**src/nine_bit_uart_pkg.sv**
```systemverilog
// Constants, types and helpers shared by the nine-bit serial port
package nine_bit_uart_pkg;

  // ---------------------------------------------------------------
  // Register byte offsets on the APB bus
  // ---------------------------------------------------------------
  localparam logic [7:0] OFF_CONTROL = 8'h00; // serial_control_reg
  localparam logic [7:0] OFF_DATA = 8'h04; // serial_data_buffer
  localparam logic [7:0] OFF_STATUS = 8'h08; // serial_status_reg
  localparam logic [7:0] OFF_SLAVE_ADDR = 8'h0C; // Own address
  localparam logic [7:0] OFF_SLAVE_MASK = 8'h10; // Address bit enables

  // ---------------------------------------------------------------
  // Field positions
  // ---------------------------------------------------------------
  localparam int CTL_RX_DONE = 0; // rx_done_flag
  localparam int CTL_TX_DONE = 1; // tx_done_flag
  localparam int CTL_RX_NINTH = 2; // rx_ninth_bit
  localparam int CTL_TX_NINTH = 3; // tx_ninth_bit
  localparam int CTL_RX_ENABLE = 4; // rx_enable_bit
  localparam int CTL_MULTIPROC = 5; // multiproc_mode_bit
  localparam int STA_INT_ENABLE = 0; // Interrupt request enable
  localparam int STA_BAUD_DOUBLE = 4; // baud_double_bit

  // ---------------------------------------------------------------
  // Reset values
  // ---------------------------------------------------------------
  localparam logic [7:0] CONTROL_RESET = 8'h00;
  localparam logic [7:0] STATUS_RESET = 8'h00;
  localparam logic [7:0] SLAVE_ADDR_RESET = 8'h00;
  localparam logic [7:0] SLAVE_MASK_RESET = 8'h00;
  localparam logic [7:0] RX_BUFFER_RESET = 8'h00;

  // ---------------------------------------------------------------
  // Timing: bit time in system clocks, sixteen sample ticks per bit
  // ---------------------------------------------------------------
  localparam int CLKS_PER_BIT_SLOW = 64; // baud_double_bit = 0
  localparam int CLKS_PER_BIT_FAST = 32; // baud_double_bit = 1
  localparam int TICKS_PER_BIT = 16;
  localparam logic [1:0] DIV_SLOW_LAST =
    2'(CLKS_PER_BIT_SLOW / TICKS_PER_BIT - 1);
  localparam logic [1:0] DIV_FAST_LAST =
    2'(CLKS_PER_BIT_FAST / TICKS_PER_BIT - 1);
  localparam logic [3:0] TICK_LAST = 4'(TICKS_PER_BIT - 1);
  localparam logic [3:0] TICK_MID = 4'(TICKS_PER_BIT / 2 - 1);

  // ---------------------------------------------------------------
  // Frame layout: start, 8 data, ninth, stop
  // ---------------------------------------------------------------
  localparam logic [3:0] STOP_INDEX = 4'hA; // Bit slot of the stop bit
  localparam logic [3:0] NINTH_INDEX = 4'h8; // Last data slot counted

  // ---------------------------------------------------------------
  // State encodings
  // ---------------------------------------------------------------
  typedef enum logic [0:0] {
    TX_IDLE = 1'b0,
    TX_RUN = 1'b1
  } tx_state_t;

  typedef enum logic [1:0] {
    RX_IDLE = 2'b00,
    RX_START = 2'b01,
    RX_DATA = 2'b10,
    RX_STOP = 2'b11
  } rx_state_t;

  // Masked compare of a received byte against the own address
  function automatic logic addr_match(input logic [7:0] rxByte,
                                      input logic [7:0] own,
                                      input logic [7:0] mask);
    addr_match = ((rxByte ^ own) & mask) == 8'h00;
  endfunction

endpackage

```
**src/uart_tx_engine.sv**
```systemverilog
// Transmit shifter of the nine-bit serial port
`timescale 1ns/1ps
`default_nettype none

module uart_tx_engine
  import nine_bit_uart_pkg::*;
(
  input wire logic clk,
  input wire logic rst_n,
  input wire logic tick, // Sixteen per bit time
  input wire logic start, // One-cycle start request
  input wire logic [7:0] data, // Byte to send
  input wire logic ninth, // Ninth data bit
  output logic txd, // Serial line, idle high
  output logic busy, // Frame in progress
  output logic done // Pulse at the start of the stop bit
);

  // ---------------------------------------------------------------
  // State
  // ---------------------------------------------------------------
  typedef struct packed {
    tx_state_t state; // Idle or sending
    logic [8:0] frame; // Remaining bits, LSB next
    logic [3:0] bitIdx; // Current bit slot
    logic [3:0] tickCnt; // Ticks inside the slot
    logic line; // Line level
    logic done; // Stop-bit pulse
    logic align; // Waiting for first tick
  } tx_regs_t;

  tx_regs_t s;
  tx_regs_t next_s;

  // Next-state logic
  always_comb begin
    next_s = s;
    next_s.done = 1'b0;
    unique case (s.state)
      TX_IDLE: begin
        next_s.line = 1'b1;
        // Load and drive the start bit at once
        if (start) begin
          next_s.state = TX_RUN;
          next_s.frame = {ninth, data};
          next_s.bitIdx = 4'h0;
          next_s.tickCnt = 4'h0;
          next_s.line = 1'b0;
          next_s.align = 1'b1;
        end
      end
      TX_RUN: begin
        if (tick) begin
          if (s.align) begin
            next_s.align = 1'b0; // Start bit never short
          end else if (s.tickCnt == TICK_LAST) begin
            next_s.tickCnt = 4'h0;
            if (s.bitIdx == STOP_INDEX) begin
              // Stop bit finished
              next_s.state = TX_IDLE;
              next_s.line = 1'b1;
            end else if (s.bitIdx + 4'h1 == STOP_INDEX) begin
              // Enter the stop bit and flag completion
              next_s.bitIdx = STOP_INDEX;
              next_s.line = 1'b1;
              next_s.done = 1'b1;
            end else begin
              // Next data bit, LSB first
              next_s.bitIdx = s.bitIdx + 4'h1;
              next_s.line = s.frame[0];
              next_s.frame = {1'b0, s.frame[8:1]};
            end
          end else begin
            next_s.tickCnt = s.tickCnt + 4'h1;
          end
        end
      end
    endcase
  end

  // State register
  always_ff @(posedge clk) begin
    if (!rst_n) begin
      s <= '{state: TX_IDLE, frame: 9'h000, bitIdx: 4'h0,
             tickCnt: 4'h0, line: 1'b1, done: 1'b0, align: 1'b0};
    end else begin
      s <= next_s;
    end
  end

  assign txd = s.line;
  assign busy = (s.state != TX_IDLE);
  assign done = s.done;

endmodule

`default_nettype wire

```
**src/uart_rx_engine.sv**
```systemverilog
// Receive sampler of the nine-bit serial port
`timescale 1ns/1ps
`default_nettype none

module uart_rx_engine
  import nine_bit_uart_pkg::*;
(
  input wire logic clk,
  input wire logic rst_n,
  input wire logic tick, // Sixteen per bit time
  input wire logic enable, // Reception allowed
  input wire logic rxd, // Synchronised serial line
  output logic valid, // Pulse: a whole frame arrived
  output logic [7:0] data, // Received byte
  output logic ninth // Received ninth bit
);

  // ---------------------------------------------------------------
  // State
  // ---------------------------------------------------------------
  typedef struct packed {
    rx_state_t state; // Frame phase
    logic [3:0] tickCnt; // Ticks inside the bit
    logic [3:0] bitCnt; // Data bits taken
    logic [8:0] shift; // Data and ninth bit
    logic prev; // Line one clock ago
    logic valid; // Frame pulse
  } rx_regs_t;

  rx_regs_t s;
  rx_regs_t next_s;

  // Next-state logic
  always_comb begin
    next_s = s;
    next_s.valid = 1'b0;
    next_s.prev = rxd;
    unique case (s.state)
      RX_IDLE: begin
        // Falling edge opens a frame
        if (enable && s.prev && !rxd) begin
          next_s.state = RX_START;
          next_s.tickCnt = 4'h0;
        end
      end
      RX_START: begin
        if (tick) begin
          if (s.tickCnt == TICK_MID) begin
            // Confirm start bit at mid-bit, else a glitch
            next_s.state = rxd ? RX_IDLE : RX_DATA;
            next_s.tickCnt = 4'h0;
            next_s.bitCnt = 4'h0;
          end else begin
            next_s.tickCnt = s.tickCnt + 4'h1;
          end
        end
      end
      RX_DATA: begin
        if (tick) begin
          if (s.tickCnt == TICK_LAST) begin
            // Centre of a data bit, LSB arrives first
            next_s.tickCnt = 4'h0;
            next_s.shift = {rxd, s.shift[8:1]};
            if (s.bitCnt == NINTH_INDEX) begin
              next_s.state = RX_STOP;
            end else begin
              next_s.bitCnt = s.bitCnt + 4'h1;
            end
          end else begin
            next_s.tickCnt = s.tickCnt + 4'h1;
          end
        end
      end
      RX_STOP: begin
        if (tick) begin
          if (s.tickCnt == TICK_LAST) begin
            // Stop bit level is not checked
            next_s.valid = 1'b1;
            next_s.state = RX_IDLE;
          end else begin
            next_s.tickCnt = s.tickCnt + 4'h1;
          end
        end
      end
    endcase
    // Dropping the enable abandons a frame in flight
    if (!enable) begin
      next_s.state = RX_IDLE;
    end
  end

  // State register
  always_ff @(posedge clk) begin
    if (!rst_n) begin
      s <= '{state: RX_IDLE, tickCnt: 4'h0, bitCnt: 4'h0,
             shift: 9'h000, prev: 1'b1, valid: 1'b0};
    end else begin
      s <= next_s;
    end
  end

  assign valid = s.valid;
  assign data = s.shift[7:0];
  assign ninth = s.shift[8];

endmodule

`default_nettype wire

```
**src/nine_bit_uart.sv**
```systemverilog
// Top of the nine-bit fixed-rate serial port with its APB registers
//
// Summary of operation
// - start, 8 data LSB first, ninth, stop
// - transmit and receive run independently
// - ninth transmitted bit comes from tx_ninth_bit
// - received ninth bit to rx_ninth_bit; stop ignored
// - writing the data buffer starts transmission if the shifter is free
// - tx_done_flag set at stop bit start
// - receive only while rx_enable_bit is one
// - accept only while rx_done_flag is zero
// - multiprocessor mode needs ninth one, address match
// - accepted: store byte, ninth bit, set flag
// - rejected: buffer, ninth bit, flag untouched
// - enabled interrupt on either done flag
// - bit rate is clock over 64 or 32
`timescale 1ns/1ps
`default_nettype none

module nine_bit_uart
  import nine_bit_uart_pkg::*;
(
  input wire logic clk, // System clock
  input wire logic rst_n, // Synchronous reset, active low

  // APB slave
  input wire logic psel,
  input wire logic penable,
  input wire logic pwrite,
  input wire logic [7:0] paddr,
  input wire logic [31:0] pwdata,
  output logic [31:0] prdata,
  output logic pready,
  output logic pslverr,

  // Serial line
  input wire logic rxd, // Receive pin, asynchronous
  output logic txd, // Transmit pin, idle high

  // Processor interrupt
  output logic intReq // Level, active high
);

  // ---------------------------------------------------------------
  // State
  // ---------------------------------------------------------------
  typedef struct packed {
    // Control and status bits
    logic rxEnable; // rx_enable_bit
    logic multiproc; // multiproc_mode_bit
    logic txNinth; // tx_ninth_bit
    logic rxNinth; // rx_ninth_bit
    logic txDone; // tx_done_flag
    logic rxDone; // rx_done_flag
    logic intEnable; // Interrupt request enable
    logic baudDouble; // baud_double_bit

    // Data and address registers
    logic [7:0] rxBuffer; // Last accepted byte
    logic [7:0] slaveAddr; // Own address
    logic [7:0] slaveMask; // Address compare enables

    // Transmit hand-off
    logic [7:0] txData; // Byte handed to transmitter
    logic txStart; // Start pulse to transmitter

    // Divider and synchroniser
    logic [1:0] divCnt; // Sample-tick divider
    logic tick; // Sample tick pulse
    logic rxdMeta; // First synchroniser stage
    logic rxdSync; // Second synchroniser stage

    // Bus answer and interrupt
    logic [31:0] rdata; // Read data to bus
    logic ready; // Access-phase answer
    logic slverr; // Unmapped access
    logic irq; // Interrupt output
  } top_regs_t;

  // State and its next value
  top_regs_t s;
  top_regs_t next_s;

  // Transmitter and receiver hookups
  logic txLine; // Line from shifter
  logic txBusy; // Frame in progress
  logic txStopPulse; // Start of stop bit

  logic rxValid; // Frame received
  logic [7:0] rxByte; // Received byte
  logic rxNinthIn; // Received ninth bit

  // Bus decode helpers
  logic setupPhase; // First cycle of a transfer
  logic writeDone; // Write takes effect now
  logic acceptFrame; // Received frame is kept
  logic known; // Address hits a register

  // ---------------------------------------------------------------
  // Engines
  // ---------------------------------------------------------------

  // Transmit shifter, runs apart from the receiver
  uart_tx_engine txEngine (
    .clk(clk),
    .rst_n(rst_n),
    .tick(s.tick),
    .start(s.txStart),
    .data(s.txData),
    .ninth(s.txNinth),
    .txd(txLine),
    .busy(txBusy),
    .done(txStopPulse)
  );

  // Receive sampler, fed from the synchronised pin
  uart_rx_engine rxEngine (
    .clk(clk),
    .rst_n(rst_n),
    .tick(s.tick),
    .enable(s.rxEnable),
    .rxd(s.rxdSync),
    .valid(rxValid),
    .data(rxByte),
    .ninth(rxNinthIn)
  );

  // ---------------------------------------------------------------
  // Bus decode
  // ---------------------------------------------------------------

  // Phase and address qualification
  always_comb begin
    setupPhase = psel && !penable;
    writeDone = psel && penable && s.ready && pwrite;

    unique case (paddr)
      OFF_CONTROL, OFF_DATA, OFF_STATUS,
      OFF_SLAVE_ADDR, OFF_SLAVE_MASK: known = 1'b1;
      default: known = 1'b0;
    endcase
  end

  // Frame acceptance test
  always_comb begin
    acceptFrame = rxValid && !s.rxDone;

    if (s.multiproc) begin
      // Only address frames aimed at this port
      acceptFrame = acceptFrame && rxNinthIn &&
        addr_match(rxByte, s.slaveAddr, s.slaveMask);
    end
  end

  // ---------------------------------------------------------------
  // Next-state logic
  // ---------------------------------------------------------------
  always_comb begin
    next_s = s;
    next_s.txStart = 1'b0;
    next_s.tick = 1'b0;

    // Two-stage synchroniser on the receive pin
    next_s.rxdMeta = rxd;
    next_s.rxdSync = s.rxdMeta;

    // Tick every 4 clocks (div 64) or every 2 (div 32)
    if (s.divCnt == 2'h0) begin
      next_s.tick = 1'b1;
      next_s.divCnt = s.baudDouble ? DIV_FAST_LAST : DIV_SLOW_LAST;
    end else begin
      next_s.divCnt = s.divCnt - 2'h1;
    end

    // Answer one cycle after setup, i.e. in the access phase
    next_s.ready = setupPhase;
    next_s.slverr = setupPhase && !known;

    // Read data latched at setup
    next_s.rdata = 32'h0000_0000;
    if (setupPhase && !pwrite) begin
      unique case (paddr)
        OFF_CONTROL: begin
          next_s.rdata[CTL_RX_DONE] = s.rxDone;
          next_s.rdata[CTL_TX_DONE] = s.txDone;
          next_s.rdata[CTL_RX_NINTH] = s.rxNinth;
          next_s.rdata[CTL_TX_NINTH] = s.txNinth;
          next_s.rdata[CTL_RX_ENABLE] = s.rxEnable;
          next_s.rdata[CTL_MULTIPROC] = s.multiproc;
        end

        OFF_DATA: next_s.rdata[7:0] = s.rxBuffer;
        OFF_STATUS: begin
          next_s.rdata[STA_INT_ENABLE] = s.intEnable;
          next_s.rdata[STA_BAUD_DOUBLE] = s.baudDouble;
        end

        OFF_SLAVE_ADDR: next_s.rdata[7:0] = s.slaveAddr;
        OFF_SLAVE_MASK: next_s.rdata[7:0] = s.slaveMask;
        default: next_s.rdata = 32'h0000_0000;
      endcase
    end

    // Register writes at the completing access edge
    if (writeDone) begin
      unique case (paddr)
        OFF_CONTROL: begin
          // Flags take the written value; events below win
          next_s.rxDone = pwdata[CTL_RX_DONE];
          next_s.txDone = pwdata[CTL_TX_DONE];
          next_s.rxNinth = pwdata[CTL_RX_NINTH];
          next_s.txNinth = pwdata[CTL_TX_NINTH];
          next_s.rxEnable = pwdata[CTL_RX_ENABLE];
          next_s.multiproc = pwdata[CTL_MULTIPROC];
        end

        OFF_DATA: begin
          // Byte write launches a frame if the shifter is free
          if (!txBusy && !s.txStart) begin
            next_s.txData = pwdata[7:0];
            next_s.txStart = 1'b1;
          end
        end

        OFF_STATUS: begin
          next_s.intEnable = pwdata[STA_INT_ENABLE];
          next_s.baudDouble = pwdata[STA_BAUD_DOUBLE];
        end

        OFF_SLAVE_ADDR: next_s.slaveAddr = pwdata[7:0];
        OFF_SLAVE_MASK: next_s.slaveMask = pwdata[7:0];
        default: next_s.slaveMask = s.slaveMask;
      endcase
    end

    // Transmit completion, set wins over a clearing write
    // Stop pulse is one cycle long
    if (txStopPulse) begin
      next_s.txDone = 1'b1;
    end

    // Received frame: store only when accepted
    if (acceptFrame) begin
      next_s.rxBuffer = rxByte;
      next_s.rxNinth = rxNinthIn;
      next_s.rxDone = 1'b1;
    end

    // Interrupt follows either done flag when enabled
    next_s.irq = next_s.intEnable &&
      (next_s.txDone || next_s.rxDone);
  end

  // ---------------------------------------------------------------
  // State register
  // ---------------------------------------------------------------
  // Reset loads package values
  always_ff @(posedge clk) begin
    if (!rst_n) begin
      s <= '{rxEnable: CONTROL_RESET[CTL_RX_ENABLE],
             multiproc: CONTROL_RESET[CTL_MULTIPROC],
             txNinth: CONTROL_RESET[CTL_TX_NINTH],
             rxNinth: CONTROL_RESET[CTL_RX_NINTH],
             txDone: CONTROL_RESET[CTL_TX_DONE],
             rxDone: CONTROL_RESET[CTL_RX_DONE],
             intEnable: STATUS_RESET[STA_INT_ENABLE],
             baudDouble: STATUS_RESET[STA_BAUD_DOUBLE],
             rxBuffer: RX_BUFFER_RESET,
             slaveAddr: SLAVE_ADDR_RESET,
             slaveMask: SLAVE_MASK_RESET,
             txData: 8'h00,
             txStart: 1'b0,
             divCnt: 2'h0,
             tick: 1'b0,
             rxdMeta: 1'b1,
             rxdSync: 1'b1,
             rdata: 32'h0000_0000,
             ready: 1'b0,
             slverr: 1'b0,
             irq: 1'b0};
    end else begin
      s <= next_s;
    end
  end

  // ---------------------------------------------------------------
  // Outputs, all straight from flip-flops
  // ---------------------------------------------------------------
  assign prdata = s.rdata;
  assign pready = s.ready;
  assign pslverr = s.slverr;

  assign txd = txLine;
  assign intReq = s.irq;

endmodule

`default_nettype wire

```
**config.mk**
```make
export PLATFORM = sky130hd
export DESIGN_NAME = nine_bit_uart
export DESIGN_NICKNAME = d
export VERILOG_FILES = /design/src/nine_bit_uart_pkg.sv /design/src/uart_tx_engine.sv /design/src/uart_rx_engine.sv /design/src/nine_bit_uart.sv
export SDC_FILE = /design/constraint.sdc
export NUM_CORES = 1
export LEC_CHECK = 0
export BUFFER_PORTS_ARGS = -buffer_cell sky130_fd_sc_hd__clkbuf_2
export CAP_MARGIN = 10
export CORE_MARGIN = 5
export CORE_UTILIZATION = 45
export DETAILED_ROUTE_END_ITERATION = 12
export GPL_TIMING_DRIVEN = 0
export PLACE_DENSITY_LB_ADDON = 0.15
export SKIP_CTS_REPAIR_TIMING = 1
export SLEW_MARGIN = 0
export SYNTH_ARGS = -nofsm -noshare
export SYNTH_HDL_FRONTEND = slang
export SYNTH_HIERARCHICAL = 1
export SYNTH_SLANG_ARGS = --single-unit
```
**constraint.sdc**
```tcl
create_clock -name clk -period 3.3 [get_ports clk]
set_input_delay 0.99 -clock clk [delete_from_list [all_inputs] [get_ports clk]]
set_output_delay 0.99 -clock clk [all_outputs]
set_load 0.02 [all_outputs]
```
==> summary.md <==
| Metric | Value |
|---|---|
| Status | completed |
| Fin Setup TNS | 0 ns |
| Vias in the first global route | between 3000 and 4000 |
| Clock slew at reported path FFs | 0.10 ns |
| Layout Skew | 0.0164 ns |
| Io pins | 82 |
| Gr ovfl total | 0 |
| Final WS setup | slightly above 0.8 ns |
| Worst Hold Depth | 1 |
| Unrepaired setup endpoints after global routing | false |
| Vias | 3651 |
| Min-delay src | next_s[35] |
| Post-route ant nets | 0 |
| Final net count | between 600 and 700 |
| Post-synth top area cell | dfxtp_1 |
| Tcrit/Tclk final | 75.2% |
| Pins Over Slew Limit | 0 |
| Clock latency at the later pin of the worst-skew pair | 0.39 ns |
| Int Pwr | 1540 uW |
| Reg power frac | 57.3% |
| WP data arrival | roughly 2.7 ns |
| FP Rows | 37 |
| Hold path endpoint | s[35] |
| DRT iter0 DRCs | ~210 |
| # clock sinks | 99 |
| Pwr dens | 386 nW/um2 |
| DP Area | 5260 um2 |
| Routed len/inst | 14.7 um |
| Initial antenna violation count | 0 |
| Share of post-route cells with drive strength above 1 | 22.9% |
| Worst Path Required | 3.55 ns |
| Slew margin rel. | 52.4% |
| Clock buffer depth | 2 |
| Clock group share of total power | between 30% and 40% |
| Worst slew pin tran | 0.713 ns |
| Largest net degree at the start of global routing | 20 |
| Maximum clock rate | 403 MHz |
| Ranking of synthesized cells by area | dfxtp_1, mux2i_1, buf_4, nor2_1, nand2_1 |
| Worst r2r dst | s[71] |
| Routed vias/inst | between 5 and 6 |
| Gp weighted congestion | 0.829 |
| Global Route Usage Sum | between 10% and 20% |
| Die width | 114 um |
| # diodes | 0 |
| Hpwl dp | 7920 um |
| Clock Root Buffer | clkbuf_8 |
| VDD IR max | 260 uV |
| Final hold violation count | 0 |
| Synth Cell Area | 4840 um2 |
| Syn Inst Count | 513 |
| Yosys Warn Count | 6 |
| Fin util | between 50% and 60% |
| R2r setup slk | 1.29 ns |
| Die height | between 100 and 150 um |
| Post-route cell area | 5460 um2 |
| Worst setup SP type | input port |
| H-tree depth | 3 |
| Commonest non-fill, non-tap cell in the layout | dfxtp_1 |
| Number of detailed-route iterations in the first pass | 4 |
| DRC | 0 |
| First-pass GRT wire length | 17700 um |
| Setup WS pre-CTS | approximately 0.43 ns |
| Area Overhead vs Synth | 12.7% |
| EDFF count, synth | 0 |
| Power share of the combinational group | 5.8% |
| Post-synth top flop | dfxtp_1 |
| Reg2Reg Depth | 7 |
| Yosys top cell area share | 40.9% |
| Kind of critical path | in -> reg |
| Starting density of the core | 46.5% |
| Most frequent cells in the layout | dfxtp_1, nor2_1, mux2i_1 |
| Leak pwr | around 0.0024 uW |
| Total CTS buffers | 9 |
| Sw frac | 26.9% |
| Fraction of registers with async set/reset | 0% |
| Max Cap Violations | 0 |
| Worst-path maximum fanout | 9 |
| Synthesized flop and latch total | 99 |
| Netlist cell types | between 70 and 80 |
| Die ar. | 12900 um2 |
| Crit end category | flop |
| Core region area | 10400 um2 |
| CTS tree | done |
| Routed wire length | approximately 11000 um |
| Seq/Total Area, Yosys | 40.9% |
| Sw Pwr | 566 uW |
| Minimum clock period after layout | 2.48 ns |
| Worst Hold Class | reg -> reg |
| Number of setup violations in the final report | 0 |
| Critical R2R Launch | rxEngine/data[2] |
| Syn Area/Cell | ~9.4 um2 |
| # port buffers | 33 |
## final cells by class
cell class / count / area [um2]
sequential: 99 / 1980
clock inverter: 7 / 67.6
inverter: 13 / 48.8
fill: 993 / 4960
timing repair buffer: 33 / 165
multi-input combinational: 364 / 2500
buffer: 60 / 402
clock buffer: 9 / 124
tap: 136 / 170
## Yosys cell counts (5+ instances only)
cell      instances
a32o_1            8
ha_1              7
and3_1            6
buf_4            42
o21ai_0           8
nor2_1           61
clkbuf_1         12
mux2i_1          57
nand3_1           8
nand2_1          49
inv_1            11
dfxtp_1          99
nand2b_1          8
a21oi_1          15
a22oi_1           8
nand4_1           5
nor3_1           10
xor2_1            8
mux2_2           15
## layer usage
layer / GRT usage (%) / up-vias / wire [um]
met4: 5.13 / 0 / 122
li1: - / 1877 / -
met2: 28.7 / 52 / 5150
met1: 22.0 / 1711 / 4880
met3: 4.46 / 11 / 434
met5: 0 / - / 0
## state kept, by name, summed over array words and instances, names as in the netlist
register	cells
s	45
txEngine/s	18
rxEngine/s	11
prdata	8
rxEngine/data	8
intReq	1
next_s	1
pready	1
pslverr	1
rxEngine/ninth	1
rxEngine/valid	1
txEngine/busy	1
txEngine/done	1
txEngine/txd	1
## cells by family after synthesis
logic type      count (synthesis)  share of synthesized area, %
mux                            74                          16.0
buf+inv                        73                          9.30
xor+xnor                       10                          1.81
flops                          99                          40.9
simple gates                  184                          19.6
compound gates                 65                          10.4
fa+ha+maj                       7                          1.81
other cells                     1                        0.0774
## critical path, cell delays in order
cell and delay (ns):
clkbuf_2 0.09, nor3_1 0.36, and3_1 0.21, buf_2 0.22, nand3_1 0.48, mux2i_1 0.32, nor2_1 0.06
## metrics by stage
stage | cells | hold slack (ns) | total power [uW]
6_report | 721 | 0.414 | 2100
5_1_grt | 721 | 0.439 | 2190
4_1_cts | 721 | 0.421 | 2130
3_5_place_dp | 705 | 0.397 | 1350
3_3_place_gp | 705 | 0.394 | 1350
2_1_floorplan | 536 | 0.386 | 1310
## worst max path at each step
stage             start     end  slack, ns  cells past startpoint
3_3_place_gp   paddr[1]  intReq       0.42                      6
6_report       paddr[5]   s[63]       0.82                      7
3_5_place_dp   paddr[1]  intReq       0.43                      6
2_1_floorplan  paddr[1]  intReq       0.73                      5
4_1_cts        paddr[5]   s[63]       0.86                      7
5_1_grt        paddr[5]   s[63]       0.66                      7
## power by group through the flow
stage          combinational [uW]  clock [uW]  sequential (uW)
6_report                      122         777             1210
5_1_grt                       133         852             1210
4_1_cts                       121         805             1210
3_5_place_dp                  121           0             1230
3_3_place_gp                  120           0             1230
2_1_floorplan                79.6           0             1230
Note: power is estimated with default switching activity, not from simulation.
